**config.mk**
```make
export PLATFORM = sky130hd
export DESIGN_NAME = pcl_phy_config
export DESIGN_NICKNAME = d
export VERILOG_FILES = /design/src/design/pcl_pkg.sv /design/src/design/pcl_cycle_timer.sv /design/src/design/pcl_phy_config.sv
export SDC_FILE = /design/constraint.sdc
export NUM_CORES = 1
export LEC_CHECK = 0
export CAP_MARGIN = 15
export CORE_UTILIZATION = 58
export CTS_BUF_LIST = sky130_fd_sc_hd__clkbuf_2 sky130_fd_sc_hd__clkbuf_4 sky130_fd_sc_hd__clkbuf_8
export DETAILED_ROUTE_END_ITERATION = 10
export DONT_BUFFER_PORTS = 1
export PLACE_DENSITY_LB_ADDON = 0.1
export SYNTH_ARGS = -nofsm -noshare
export SYNTH_HDL_FRONTEND = slang
export SYNTH_SLANG_ARGS = --single-unit
```
**constraint.sdc**
```tcl
create_clock -name core_clk -period 4.6 [get_ports core_clk]
set_input_delay 0.46 -clock core_clk [delete_from_list [all_inputs] [get_ports core_clk]]
set_output_delay 0.46 -clock core_clk [all_outputs]
set_load 0.01 [all_outputs]
```
**src/design/pcl_pkg.sv**
```systemverilog
package pcl_pkg;
    // Register offsets on the management port
    localparam logic [4:0] PCL_OFS_ADVERT = 5'h04;
    localparam logic [4:0] PCL_OFS_PHYCTL = 5'h10;
    localparam logic [4:0] PCL_OFS_TESTLOOP = 5'h16;
    localparam logic [4:0] PCL_OFS_LEDCTL = 5'h18;
    // Field positions
    localparam int PCL_ADV_ABIL_LSB = 5;
    localparam int PCL_PHY_AUTO_XO = 6;
    localparam int PCL_PHY_FORCE_XO = 5;
    localparam int PCL_TL_MII = 0;
    localparam int PCL_TL_PCS = 1;
    localparam int PCL_TL_DIG = 2;
    localparam int PCL_TL_ANA = 3;
    localparam int PCL_TL_FAR = 4;
    localparam int PCL_LED_MODE_LO = 5;
    localparam int PCL_LED_MODE_HI = 6;
    localparam int PCL_LED_BLINK_LSB = 8;
    localparam int PCL_LED_PULSE_LSB = 13;
    localparam int PCL_LED_POL_LINK = 0;
    localparam int PCL_LED_POL_SPEED = 1;
    localparam int PCL_LED_POL_ACT = 2;
    // Values after reset, before the straps are folded in
    localparam logic [15:0] PCL_ADVERT_RST = 16'h0001;
    localparam logic [15:0] PCL_PHYCTL_RST = 16'h0040;
    localparam logic [15:0] PCL_TESTLOOP_RST = 16'h0000;
    localparam logic [15:0] PCL_LEDCTL_RST = 16'h0020;
    // Advertised abilities per mode strap code, bits 8:5 = 100F,100H,10F,10H
    localparam logic [3:0] PCL_ADV_10_HF = 4'h3;
    localparam logic [3:0] PCL_ADV_100_HF = 4'hc;
    localparam logic [3:0] PCL_ADV_HALF_ONLY = 4'h5;
    localparam logic [3:0] PCL_ADV_ALL = 4'hf;
    localparam logic [3:0] PCL_ADV_FORCED_BASE = 4'h1;
    // Lamp timing
    localparam longint PCL_CLK_HZ = 100_000_000;
    localparam longint PCL_BLINK_DEF_HZ = 5;
    localparam longint PCL_PULSE_DEF_MS = 200;
    localparam longint PCL_BLINK_HALF_CYC = PCL_CLK_HZ / (2 * PCL_BLINK_DEF_HZ);
    localparam longint PCL_PULSE_CYC = PCL_PULSE_DEF_MS * (PCL_CLK_HZ / 1000);
    localparam int PCL_TMR_W = 25;

    typedef struct packed {
        logic en;
        logic [3:0] d;
    } pcl_nib_s;

    typedef struct packed {
        logic speed_100;
        logic full;
    } pcl_mode_s;

    typedef enum logic {
        PCL_PH_SAMPLE,
        PCL_PH_RUN
    } pcl_phase_e;
endpackage : pcl_pkg

```
**src/design/pcl_cycle_timer.sv**
```systemverilog
`timescale 1ns/100ps
module pcl_cycle_timer #(
    parameter int W = 25
) (
    input wire logic core_clk,
    input wire logic rst_n,
    input wire logic start,
    input wire logic [W-1:0] period,
    output logic busy,
    output logic done
);
    logic [W-1:0] count_ff;

    // Down counter, a start reloads it even while running
    always_ff @(posedge core_clk or negedge rst_n) begin
        if (!rst_n) begin
            count_ff <= '0;
        end else if (start) begin
            count_ff <= period;
        end else if (count_ff != '0) begin
            count_ff <= count_ff - W'(1);
        end
    end

    assign busy = (count_ff != '0);
    // Done marks the last counted cycle, so a reload on it keeps the period exact
    assign done = (count_ff == W'(1));
endmodule : pcl_cycle_timer

```
**src/design/pcl_phy_config.sv**
```systemverilog
`timescale 1ns/100ps
module pcl_phy_config import pcl_pkg::*; #(
    parameter longint BLINK_HALF_CYC = PCL_BLINK_HALF_CYC,
    parameter longint PULSE_CYC = PCL_PULSE_CYC
) (
    input wire logic core_clk,
    input wire logic rst_n,
    // Strap-only pins
    input wire logic negotiate_strap,
    input wire logic nego_mode_strap_lo,
    input wire logic nego_mode_strap_hi,
    input wire logic auto_xover_strap,
    input wire logic led_mode_strap,
    // Shared pins: collision and receive nibble, strap in / data out
    input wire logic col_pin_i,
    output logic col_pin_o,
    output logic col_pin_oe,
    input wire logic [3:0] rxd_pin_i,
    output logic [3:0] rxd_pin_o,
    output logic [3:0] rxd_pin_oe,
    output logic rx_dv_o,
    // Register port from the management frame decoder
    input wire logic [4:0] reg_addr,
    input wire logic reg_wr,
    input wire logic [15:0] reg_wdata,
    input wire logic reg_rd,
    output logic [15:0] reg_rdata,
    output logic reg_rvalid,
    // Status from negotiation, crossover and line logic
    input wire logic link_up,
    input wire pcl_mode_s nego_result,
    input wire logic parallel_detect,
    input wire logic auto_swap_req,
    input wire logic collision,
    // MII transmit side from the MAC, line data
    input wire pcl_nib_s mac_tx,
    input wire pcl_nib_s line_rx,
    output pcl_nib_s line_tx,
    output pcl_nib_s mac_rx,
    // Resolved configuration
    output pcl_mode_s op_mode,
    output logic an_enabled,
    output logic mdix_swap,
    output logic [3:0] near_loop_sel,
    output logic far_loop,
    output logic [4:0] station_addr,
    // Lamps
    output logic link_lamp,
    output logic speed_lamp,
    output logic activity_lamp
);
    localparam int TW = PCL_TMR_W;

    pcl_phase_e phase_ff;
    logic [9:0] strap_s1_ff;
    logic [9:0] strap_s2_ff;
    logic [15:0] advert_ff;
    logic [15:0] phyctl_ff;
    logic [15:0] testloop_ff;
    logic [15:0] ledctl_ff;
    logic [4:0] station_addr_ff;
    logic negotiate_strap_ff;
    logic [1:0] mode_code_ff;
    pcl_mode_s op_mode_ff;
    logic mdix_ff;
    pcl_nib_s line_tx_ff;
    pcl_nib_s mac_rx_ff;
    logic col_ff;
    logic [15:0] rdata_ff;
    logic rvalid_ff;
    logic blink_ff;
    logic link_lamp_ff;
    logic speed_lamp_ff;
    logic act_lamp_ff;
    logic sampling;
    logic wr_ok;
    logic [1:0] strap_code;
    logic [3:0] nxt_abil;
    logic [1:0] blink_sel;
    logic [1:0] pulse_sel;
    logic [TW-1:0] blink_period;
    logic [TW-1:0] pulse_period;
    logic blink_busy;
    logic blink_done;
    logic pulse_busy;
    logic mode1;
    logic mode3;
    logic [3:0] near_sel;
    logic near_any;
    logic nxt_link;
    logic nxt_act;

    // Two stages on every pin; no reset so they track the pins during reset
    always_ff @(posedge core_clk) begin
        strap_s1_ff <= {led_mode_strap, auto_xover_strap, negotiate_strap,
                        nego_mode_strap_hi, nego_mode_strap_lo, rxd_pin_i, col_pin_i};
        strap_s2_ff <= strap_s1_ff;
    end

    // Pin bits 0..4 form the address: collision is bit 0, receive 0..3 give 1..4
    assign strap_code = strap_s2_ff[6:5];

    // Sample once at the first edge after release, then pins turn to outputs
    always_ff @(posedge core_clk or negedge rst_n) begin
        if (!rst_n) begin
            phase_ff <= PCL_PH_SAMPLE;
        end else begin
            case (phase_ff)
                PCL_PH_SAMPLE: phase_ff <= PCL_PH_RUN;
                PCL_PH_RUN: phase_ff <= PCL_PH_RUN;
                default: phase_ff <= PCL_PH_SAMPLE;
            endcase
        end
    end

    assign sampling = (phase_ff == PCL_PH_SAMPLE);
    assign wr_ok = reg_wr && !sampling;

    // Latched straps: address, negotiation enable, mode code
    always_ff @(posedge core_clk or negedge rst_n) begin
        if (!rst_n) begin
            station_addr_ff <= 5'h00;
            negotiate_strap_ff <= 1'b0;
            mode_code_ff <= 2'h0;
        end else if (sampling) begin
            station_addr_ff <= strap_s2_ff[4:0];
            negotiate_strap_ff <= strap_s2_ff[7];
            mode_code_ff <= strap_code;
        end
    end

    // Ability bits from the straps
    always_comb begin
        if (strap_s2_ff[7]) begin
            case (strap_code)
                2'h0: nxt_abil = PCL_ADV_10_HF;
                2'h1: nxt_abil = PCL_ADV_100_HF;
                2'h2: nxt_abil = PCL_ADV_HALF_ONLY;
                default: nxt_abil = PCL_ADV_ALL;
            endcase
        end else begin
            nxt_abil = PCL_ADV_FORCED_BASE << strap_code;
        end
    end

    // Advertisement register
    always_ff @(posedge core_clk or negedge rst_n) begin
        if (!rst_n) begin
            advert_ff <= PCL_ADVERT_RST;
        end else if (sampling) begin
            advert_ff[PCL_ADV_ABIL_LSB +: 4] <= nxt_abil;
        end else if (wr_ok && reg_addr == PCL_OFS_ADVERT) begin
            advert_ff <= reg_wdata;
        end
    end

    // PHY control: auto crossover enable comes up set unless strapped off
    always_ff @(posedge core_clk or negedge rst_n) begin
        if (!rst_n) begin
            phyctl_ff <= PCL_PHYCTL_RST;
        end else if (sampling) begin
            phyctl_ff[PCL_PHY_AUTO_XO] <= strap_s2_ff[8];
        end else if (wr_ok && reg_addr == PCL_OFS_PHYCTL) begin
            phyctl_ff <= reg_wdata;
        end
    end

    // Loop control register
    always_ff @(posedge core_clk or negedge rst_n) begin
        if (!rst_n) begin
            testloop_ff <= PCL_TESTLOOP_RST;
        end else if (wr_ok && reg_addr == PCL_OFS_TESTLOOP) begin
            testloop_ff <= reg_wdata;
        end
    end

    // Lamp control: mode low bit may come from its strap
    always_ff @(posedge core_clk or negedge rst_n) begin
        if (!rst_n) begin
            ledctl_ff <= PCL_LEDCTL_RST;
        end else if (sampling) begin
            ledctl_ff[PCL_LED_MODE_LO] <= strap_s2_ff[9];
        end else if (wr_ok && reg_addr == PCL_OFS_LEDCTL) begin
            ledctl_ff <= reg_wdata;
        end
    end

    // Read answer one cycle after the strobe; holes read zero
    always_ff @(posedge core_clk or negedge rst_n) begin
        if (!rst_n) begin
            rdata_ff <= 16'h0000;
            rvalid_ff <= 1'b0;
        end else begin
            rvalid_ff <= reg_rd;
            if (reg_rd) begin
                case (reg_addr)
                    PCL_OFS_ADVERT: rdata_ff <= advert_ff;
                    PCL_OFS_PHYCTL: rdata_ff <= phyctl_ff;
                    PCL_OFS_TESTLOOP: rdata_ff <= testloop_ff;
                    PCL_OFS_LEDCTL: rdata_ff <= ledctl_ff;
                    default: rdata_ff <= 16'h0000;
                endcase
            end
        end
    end

    // Operating mode; with negotiation strapped on, a parallel-detected partner only ever gets half duplex
    always_ff @(posedge core_clk or negedge rst_n) begin
        if (!rst_n) begin
            op_mode_ff <= '0;
        end else if (negotiate_strap_ff) begin
            op_mode_ff.speed_100 <= nego_result.speed_100;
            op_mode_ff.full <= nego_result.full && !parallel_detect;
        end else begin
            op_mode_ff.speed_100 <= mode_code_ff[1];
            op_mode_ff.full <= mode_code_ff[0];
        end
    end

    // Force wins; auto does not look at speed or negotiation state
    always_ff @(posedge core_clk or negedge rst_n) begin
        if (!rst_n) begin
            mdix_ff <= 1'b0;
        end else if (phyctl_ff[PCL_PHY_FORCE_XO]) begin
            mdix_ff <= 1'b1;
        end else if (phyctl_ff[PCL_PHY_AUTO_XO]) begin
            mdix_ff <= auto_swap_req;
        end else begin
            mdix_ff <= 1'b0;
        end
    end

    // PCS loop only exists in 100 Mb/s
    assign near_sel = testloop_ff[PCL_TL_ANA:PCL_TL_MII]
                      & {2'b11, op_mode_ff.speed_100, 1'b1};
    assign near_any = |near_sel;

    // Data paths: near loop echoes transmit, far loop turns received data round
    always_ff @(posedge core_clk or negedge rst_n) begin
        if (!rst_n) begin
            line_tx_ff <= '0;
            mac_rx_ff <= '0;
            col_ff <= 1'b0;
        end else begin
            if (testloop_ff[PCL_TL_FAR]) begin
                line_tx_ff <= line_rx;
                mac_rx_ff <= line_rx;
                col_ff <= 1'b0;
            end else if (near_any) begin
                line_tx_ff <= mac_tx;
                mac_rx_ff <= mac_tx;
                col_ff <= 1'b0;
            end else begin
                line_tx_ff <= mac_tx;
                mac_rx_ff <= line_rx;
                col_ff <= collision;
            end
        end
    end

    // Lamp timer periods; each code step halves the time
    assign blink_sel = ledctl_ff[PCL_LED_BLINK_LSB +: 2];
    assign pulse_sel = ledctl_ff[PCL_LED_PULSE_LSB +: 2];
    assign blink_period = TW'(BLINK_HALF_CYC) >> blink_sel;
    assign pulse_period = TW'(PULSE_CYC) >> pulse_sel;

    // Free-running half-period timer for the blink phase
    pcl_cycle_timer #(
        .W(TW)
    ) u_blink (
        .core_clk(core_clk),
        .rst_n(rst_n),
        .start(!blink_busy || blink_done),
        .period(blink_period),
        .busy(blink_busy),
        .done(blink_done)
    );

    // Retriggerable stretch of activity so short frames stay visible
    pcl_cycle_timer #(
        .W(TW)
    ) u_pulse (
        .core_clk(core_clk),
        .rst_n(rst_n),
        .start(mac_tx.en || line_rx.en),
        .period(pulse_period),
        .busy(pulse_busy),
        .done()
    );

    always_ff @(posedge core_clk or negedge rst_n) begin
        if (!rst_n) begin
            blink_ff <= 1'b0;
        end else if (blink_done) begin
            blink_ff <= !blink_ff;
        end
    end

    assign mode1 = ledctl_ff[PCL_LED_MODE_LO];
    assign mode3 = !ledctl_ff[PCL_LED_MODE_LO] && ledctl_ff[PCL_LED_MODE_HI];

    // Lamp sources by mode
    always_comb begin
        if (mode1) begin
            nxt_link = link_up;
            nxt_act = pulse_busy;
        end else begin
            nxt_link = link_up && !(pulse_busy && blink_ff);
            nxt_act = mode3 && op_mode_ff.full;
        end
    end

    // Lamp pins registered, each with its own polarity bit
    always_ff @(posedge core_clk or negedge rst_n) begin
        if (!rst_n) begin
            link_lamp_ff <= 1'b0;
            speed_lamp_ff <= 1'b0;
            act_lamp_ff <= 1'b0;
        end else begin
            link_lamp_ff <= nxt_link ^ ledctl_ff[PCL_LED_POL_LINK];
            speed_lamp_ff <= op_mode_ff.speed_100 ^ ledctl_ff[PCL_LED_POL_SPEED];
            act_lamp_ff <= nxt_act ^ ledctl_ff[PCL_LED_POL_ACT];
        end
    end

    // Shared pins stay released while straps are being read
    assign col_pin_o = col_ff;
    assign col_pin_oe = !sampling;
    assign rxd_pin_o = mac_rx_ff.d;
    assign rxd_pin_oe = {4{!sampling}};
    assign rx_dv_o = mac_rx_ff.en;

    assign reg_rdata = rdata_ff;
    assign reg_rvalid = rvalid_ff;
    assign line_tx = line_tx_ff;
    assign mac_rx = mac_rx_ff;
    assign op_mode = op_mode_ff;
    assign an_enabled = negotiate_strap_ff;
    assign mdix_swap = mdix_ff;
    assign near_loop_sel = near_sel;
    assign far_loop = testloop_ff[PCL_TL_FAR];
    assign station_addr = station_addr_ff;
    assign link_lamp = link_lamp_ff;
    assign speed_lamp = speed_lamp_ff;
    assign activity_lamp = act_lamp_ff;
endmodule : pcl_phy_config

```
# After elaboration in Yosys (flattened, before gate mapping)
# Cells that the tools add are included.
[classes] n_addsub=2 reduce_logical=26 eq_ne=10 muxes=23 shifts=3 bitwise_logic=4
[op_table] op="2-to-1 mux 25 bit" count=4
[op_table] op="case mux 16 bit (4 select lines)" count=1
[op_table] op="nonzero test 25 bit" count=2
[op_table] op="subtractor 25 x 1 -> 25 bit (second input constant)" count=2
[op_table] op="== test 25 x 1 -> 1 bit (second input constant)" count=1
[op_table] op=">> shifter 24 x 2 -> 25 bit (first input constant)" count=1
[op_table] op=">> shifter 25 x 2 -> 25 bit (first input constant)" count=1
[op_table] op="== test 5 bit (second input constant)" count=3
[op_table] op="2-to-1 mux 5 bit" count=3
[op_table] op="case mux 4 bit (3 select lines)" count=1
[op_table] op="logical AND 1 bit" count=10
[op_table] op="2-to-1 mux 9 bit" count=1
[op_table] op="2-to-1 mux 1 bit" count=8
[op_table] op="2-to-1 mux 4 bit" count=2
[op_table] op="2-to-1 mux 7 bit" count=1
[op_table] op="2-to-1 mux 6 bit" count=1
[op_table] op="!= test 2 x 1 -> 1 bit (second input constant)" count=3
[op_table] op="AND reduction 2 bit" count=3
[op_table] op="== test 5 x 3 -> 1 bit (second input constant)" count=1
[op_table] op="logical NOT 1 bit" count=5
[op_table] op="AND 4 bit" count=1
[op_table] op="nonzero test 2 bit" count=2
[op_table] op="OR reduction 4 bit" count=1
[op_table] op="left shift 1 x 2 -> 4 bit (first input constant)" count=1
[op_table] op="6 further kinds" count=9
[totals] ff_bits=178 output_inout_bits=55 elab_cells=97

# Depth between registers and ports, before layout
[logic_depth] depth_word=6 depth_mapped=9 depth_no_buf=7

# By module
# Synthesis repeated with hierarchy kept, for this count alone.
[unflattened] cells_unflattened=751 area_unflattened_um2=8559.5
[by_module_without_submodules] mod="pcl_phy_config" seq_area_each_um2=3106.7 area_each_um2=5398.9 cells_each=409 instances=1
[by_module_without_submodules] mod="pcl_cycle_timer" seq_area_each_um2=625.6 area_each_um2=1580.3 cells_each=171 instances=2

# Worst setup path before layout
# No wires, ideal clock.
[synth_timing] kind="reg-to-reg" from="reg u_blink.count_ff[0]" to="reg u_blink.count_ff[20]" t_arrival_ns=1.975 path_stages_with_launch=8 n_path_buf=0 slack_ns=2.499 path_cell_list="dfrtp_1 -> inv_1 -> ha_1 -> or3b_2 -> or3_4 -> nor4_4 -> xnor2_1 -> mux2i_1"
[synth_between] elab_chain_cells=4
[synth_lines] element="start, declared" line_no="pcl_cycle_timer.sv:12" text="logic [W-1:0] count_ff;"
[synth_lines] element="start signal, assigned" line_no="pcl_cycle_timer.sv:19" text="count_ff <= period;"
[synth_lines] element="start signal, assigned" line_no="pcl_cycle_timer.sv:21" text="count_ff <= count_ff - W'(1);"
[synth_lines] element="parallel branches: the longest is 4 deep, another holds subtractor 25 x 1 -> 25 bit"
# Parallel ways; which one is timed is not known. The select of a mux whose other input is x is not followed.
# A chain may end at the register's enable or synchronous reset.

# Final worst setup path
[layout_timing] from="reg u_blink.count_ff[15]" to="reg u_blink.count_ff[13]"
[layout_between] elab_chain_cells=4
[layout_lines] element="nonzero test 25 bit" line_no="pcl_cycle_timer.sv:20, pcl_cycle_timer.sv:25"
[layout_lines] element="logical NOT 1 bit" line_no="pcl_phy_config.sv:273" text=".start(!blink_busy || blink_done),"
[layout_lines] element="logical OR 1 bit" line_no="pcl_phy_config.sv:273"
[layout_lines] element="2-to-1 mux 25 bit / nonzero test 2 bit (equally long branches)"
# Several ways; a longest one is shown, not always the timed one.

==> results.txt <==
Synthesis produced a netlist whose cell count is 690. The number of enable-type register cells in the synthesized netlist came out at 0. After detailed placement, the design holds a cell count of 830.

The required time of the worst setup path is 4.91 ns. The die covers 14200 µm². The largest single stage delay on the critical path is 0.57 ns. The power density over cell area is 383 nW/µm². The number of gates resized after CTS was 0. For the pin with the worst max-slew slack, the measured transition is 0.808 ns. The run finished, with violations left.

The clock passes through at most 2 buffers. The hold violation total from the final report is 4. The number of buffers added to fix hold violations after cts is 11. The combinational share of power is 0.099. After synthesis, the most frequently instantiated cells are dfrtp_1 (155), mux2_2 (72), nand2_1 (58), nor2_1 (38), inv_1 (28).

Grouping stages by cell kind, the critical path spends the most delay in simple AND/OR/NAND/NOR gates. The horizontal die dimension came out at 119 µm. Of the total power, the clock network draws 0.337. The post-CTS setup buffer count is 0.

In the routed design, unresolved DRC markers number 0. The share of synthesized area in the top cell type comes to 0.487. The final net count came out at 755.

The first TritonRoute pass finished after 8 iterations. The share of the Yosys chip area taken by registers is 0.547. The setup TNS is 0 ns. The per-instance average area after synthesis is 11.6 µm².

The total overflow left after global routing is 0. The routed via count divided by cell count is 6.08. The via count of the first global-routing pass came out at 5285. The count of nets left with antenna violations once routing finished came out at 0. By area the synthesized netlist is led by dfrtp_1 (49%), mux2_2 (10%), dfxtp_1 (5.0%).

The static leakage came out at 3.70 nW. In this run the count of I/O pins placed on the die edge is 106. The final reports fail on hold timing. The number of antenna violations at the first check in global routing is 0.

Relative to the synthesized area, the layout overhead comes to 7.39%. The worst clock skew is 0.0144 ns. The tightest min-delay check is of the in2async type.

The number of buffer and inverter stages on the critical path is 0. The dominant cell by count in the synthesized netlist is dfrtp_1. The number of clock sinks seen by CTS came out at 178. STA puts the critical path data arrival time at 2.92 ns.

The peak clock frequency supported by timing is 0.383 GHz. The cell sitting at the root of the clock tree is a clkbuf_8. The sequential fraction of design power is 0.564. The number of CTS-inserted buffers is 17. In this run, synthesis produced a sequential element count of 178. For this block, the initial DRC count from the detailed router was 490. The number of endpoints failing setup at the final stage is 0.

The mean routed wirelength per cell is 19.2 µm. The post-detailed-routing wire length came out at 16800 µm. The TritonCTS clock tree is done.

IR analysis of the VDD net gives a maximum drop of 287 µV. The number of unique standard cell types used by synthesis came out at 66. Traced cell by cell, the critical path runs through or4_4 -> nor4_4 -> nand4_1 -> nor2_1 -> a21oi_1. The number of buffers inserted by port buffering is 0. The internal power is 2.40 mW.

The via count of the routed design is 5313. The worst setup path is captured at a flip-flop. Setup repair after global routing left no endpoint under its margin. For this configuration, the core starts out at a cell density of 0.597. Of the available clock period, the critical path in the final layout requires 0.568. The biggest area contributor in the post-synthesis netlist is dfrtp_1.

The HPWL after detailed placement is 11200 µm. The total nets after synthesis is 760. The area of the mapped netlist came out at 7970 µm². The share of synthesized flip-flops with an asynchronous set or reset is 0.888. For this run, the leading register cell type out of synthesis is dfrtp_1. The number of fill cells is 1101. The number of max-slew violations in the final report is 0.

In the final layout, the share of cells above drive strength 1 is 0.191. The first-pass GRT wire length came out at 27600 µm. The number of max-capacitance violations reported came out at 0. The switching fraction of total power came out at 0.270. The cell with the biggest individual delay on the critical path is nand4_1. The total area inside the core boundary comes to 13300 µm². Yosys printed 0 warnings. After clock tree synthesis, the clock-pin slew on the worst setup and hold paths is 0.09 ns. The largest net degree at the start of global routing came out at 159. The die is 119 µm tall. The H-tree generated during clock tree synthesis spans 4 levels. The repair_antennas step left the layout with diodes totalling 0. The worst slew slack as a fraction of its limit is 0.461. The count of standard-cell rows came out at 42. For this run, the number of standard cells in the final layout without fillers is 874. Counting I/O delays and the setup requirement, the final critical path takes 2.61 ns. The global router's overall resource usage is 0.251. The biggest fanout along the worst timing path is 14. The worst setup path category is reg2reg.

The post-route worst hold slack came out at -0.00874 ns. The clock insertion delay at the later pin of the skew report is 0.46 ns. Routability-driven placement finished with a final weighted congestion of 0.854. The worst setup path is launched from a flip-flop. The net load switching power is 0.884 mW.
-- kinds of logic (layout without fill, tap and decap cells) --
logic type / after synthesis / after routing / share of synthesized area
AOI/OAI and AO/OA: 117 / 117 / 0.0962
adders and majority gates: 19 / 19 / 0.0298
buffers and inverters: 70 / 78 / 0.0429
other: 1 / 1 / 0.000471
xor gates and xnor gates: 42 / 42 / 0.0462
muxes: 75 / 75 / 0.105
and+or+nand+nor: 188 / 188 / 0.132
DFF: 178 / 178 / 0.547
-- flip-flops by register name, summed over array words and instances, names as in the netlist, 16 cells and up --
| register | count |
|---|---|
| reg_rdata | 16 |
| advert_ff | 16 |
| testloop_ff | 16 |
| u_pulse.count_ff | 25 |
| ledctl_ff | 16 |
| u_blink.count_ff | 25 |
| phyctl_ff | 16 |
-- metal layers --
| layer | vias to the layer above | routed length, µm | global-route usage |
|---|---|---|---|
| met5 | - | 0 | 0 |
| met3 | 14 | 1030 | 0.0680 |
| li1 | 2426 | - | - |
| met1 | 2704 | 7290 | 0.339 |
| met4 | 0 | 151 | 0.0712 |
| met2 | 169 | 8300 | 0.400 |
-- final timing paths --
path                                            from              endpoint  slack (ns)  cells past startpoint
worst max-delay path            u_blink.count_ff[15]  u_blink.count_ff[13]        1.99                      5
worst min-delay path                           rst_n  u_blink.count_ff[18]      -0.009                      1
worst max register to register  u_blink.count_ff[15]  u_blink.count_ff[13]        1.99                      5
worst min register to register        strap_s1_ff[7]        strap_s2_ff[7]        0.33                      0
max in group asynchronous                      rst_n          advert_ff[1]        4.02                      1
min in group core_clk                   reg_wdata[0]          advert_ff[0]        0.08                      2
-- metrics by stage --
step | utilization | setup WS [ns] | hold WS, ns | power, mW | area [µm²]
after floorplan | - | 2.50 | 0.164 | 2.10 | 7970
after global placement | 0.600 | 1.87 | 0.170 | 2.15 | 8020
after detailed placement | 0.600 | 1.75 | 0.171 | 2.17 | 8020
after CTS | 0.641 | 2.01 | 0.00920 | 3.30 | 8550
after global routing | 0.641 | 1.81 | 0.00863 | 3.42 | 8560
final | 0.641 | 1.99 | -0.00874 | 3.28 | 8560
-- area by class of cell --
class                           instances  area, µm²  area share
Tap cell                              176        220      0.0257
Sequential cell                       178       4360       0.509
Clock buffer                           20        263      0.0307
Multi-Input combinational cell        442       3290       0.384
Clock inverter                         12        144      0.0168
Inverter                               29        109      0.0127
Timing Repair Buffer                   17        175      0.0205
-- power groups by stage --
stage	Combinational, mW	Sequential, mW	Clock, mW
after floorplan	0.270	1.83	0
after global placement	0.277	1.87	0
after detailed placement	0.289	1.88	0
after CTS	0.328	1.85	1.12
after global routing	0.364	1.87	1.19
final	0.325	1.85	1.10
-- placed cells by master, fill, tap and decap left out, drive strengths merged, types with 5 or more instances in the layout --
cell type / Yosys / layout
dfrtp: 155 / 155
o21ai: 28 / 28
nor2: 38 / 38
nor4: 13 / 13
buf: 28 / 6
a21oi: 22 / 22
clkbuf: 13 / 20
xor2: 24 / 24
inv: 29 / 36
dfxtp: 20 / 20
a21o: 7 / 7
a22oi: 14 / 14
nand3b: 5 / 5
ha: 19 / 19
or4: 8 / 8
nand3: 12 / 12
or3: 8 / 8
a222oi: 8 / 8
xnor2: 18 / 18
o22ai: 16 / 16
nand2: 58 / 58
nor3: 16 / 16
mux2: 72 / 72
dlygate4sd3: 0 / 11
Power figures use the tool's default switching activity.
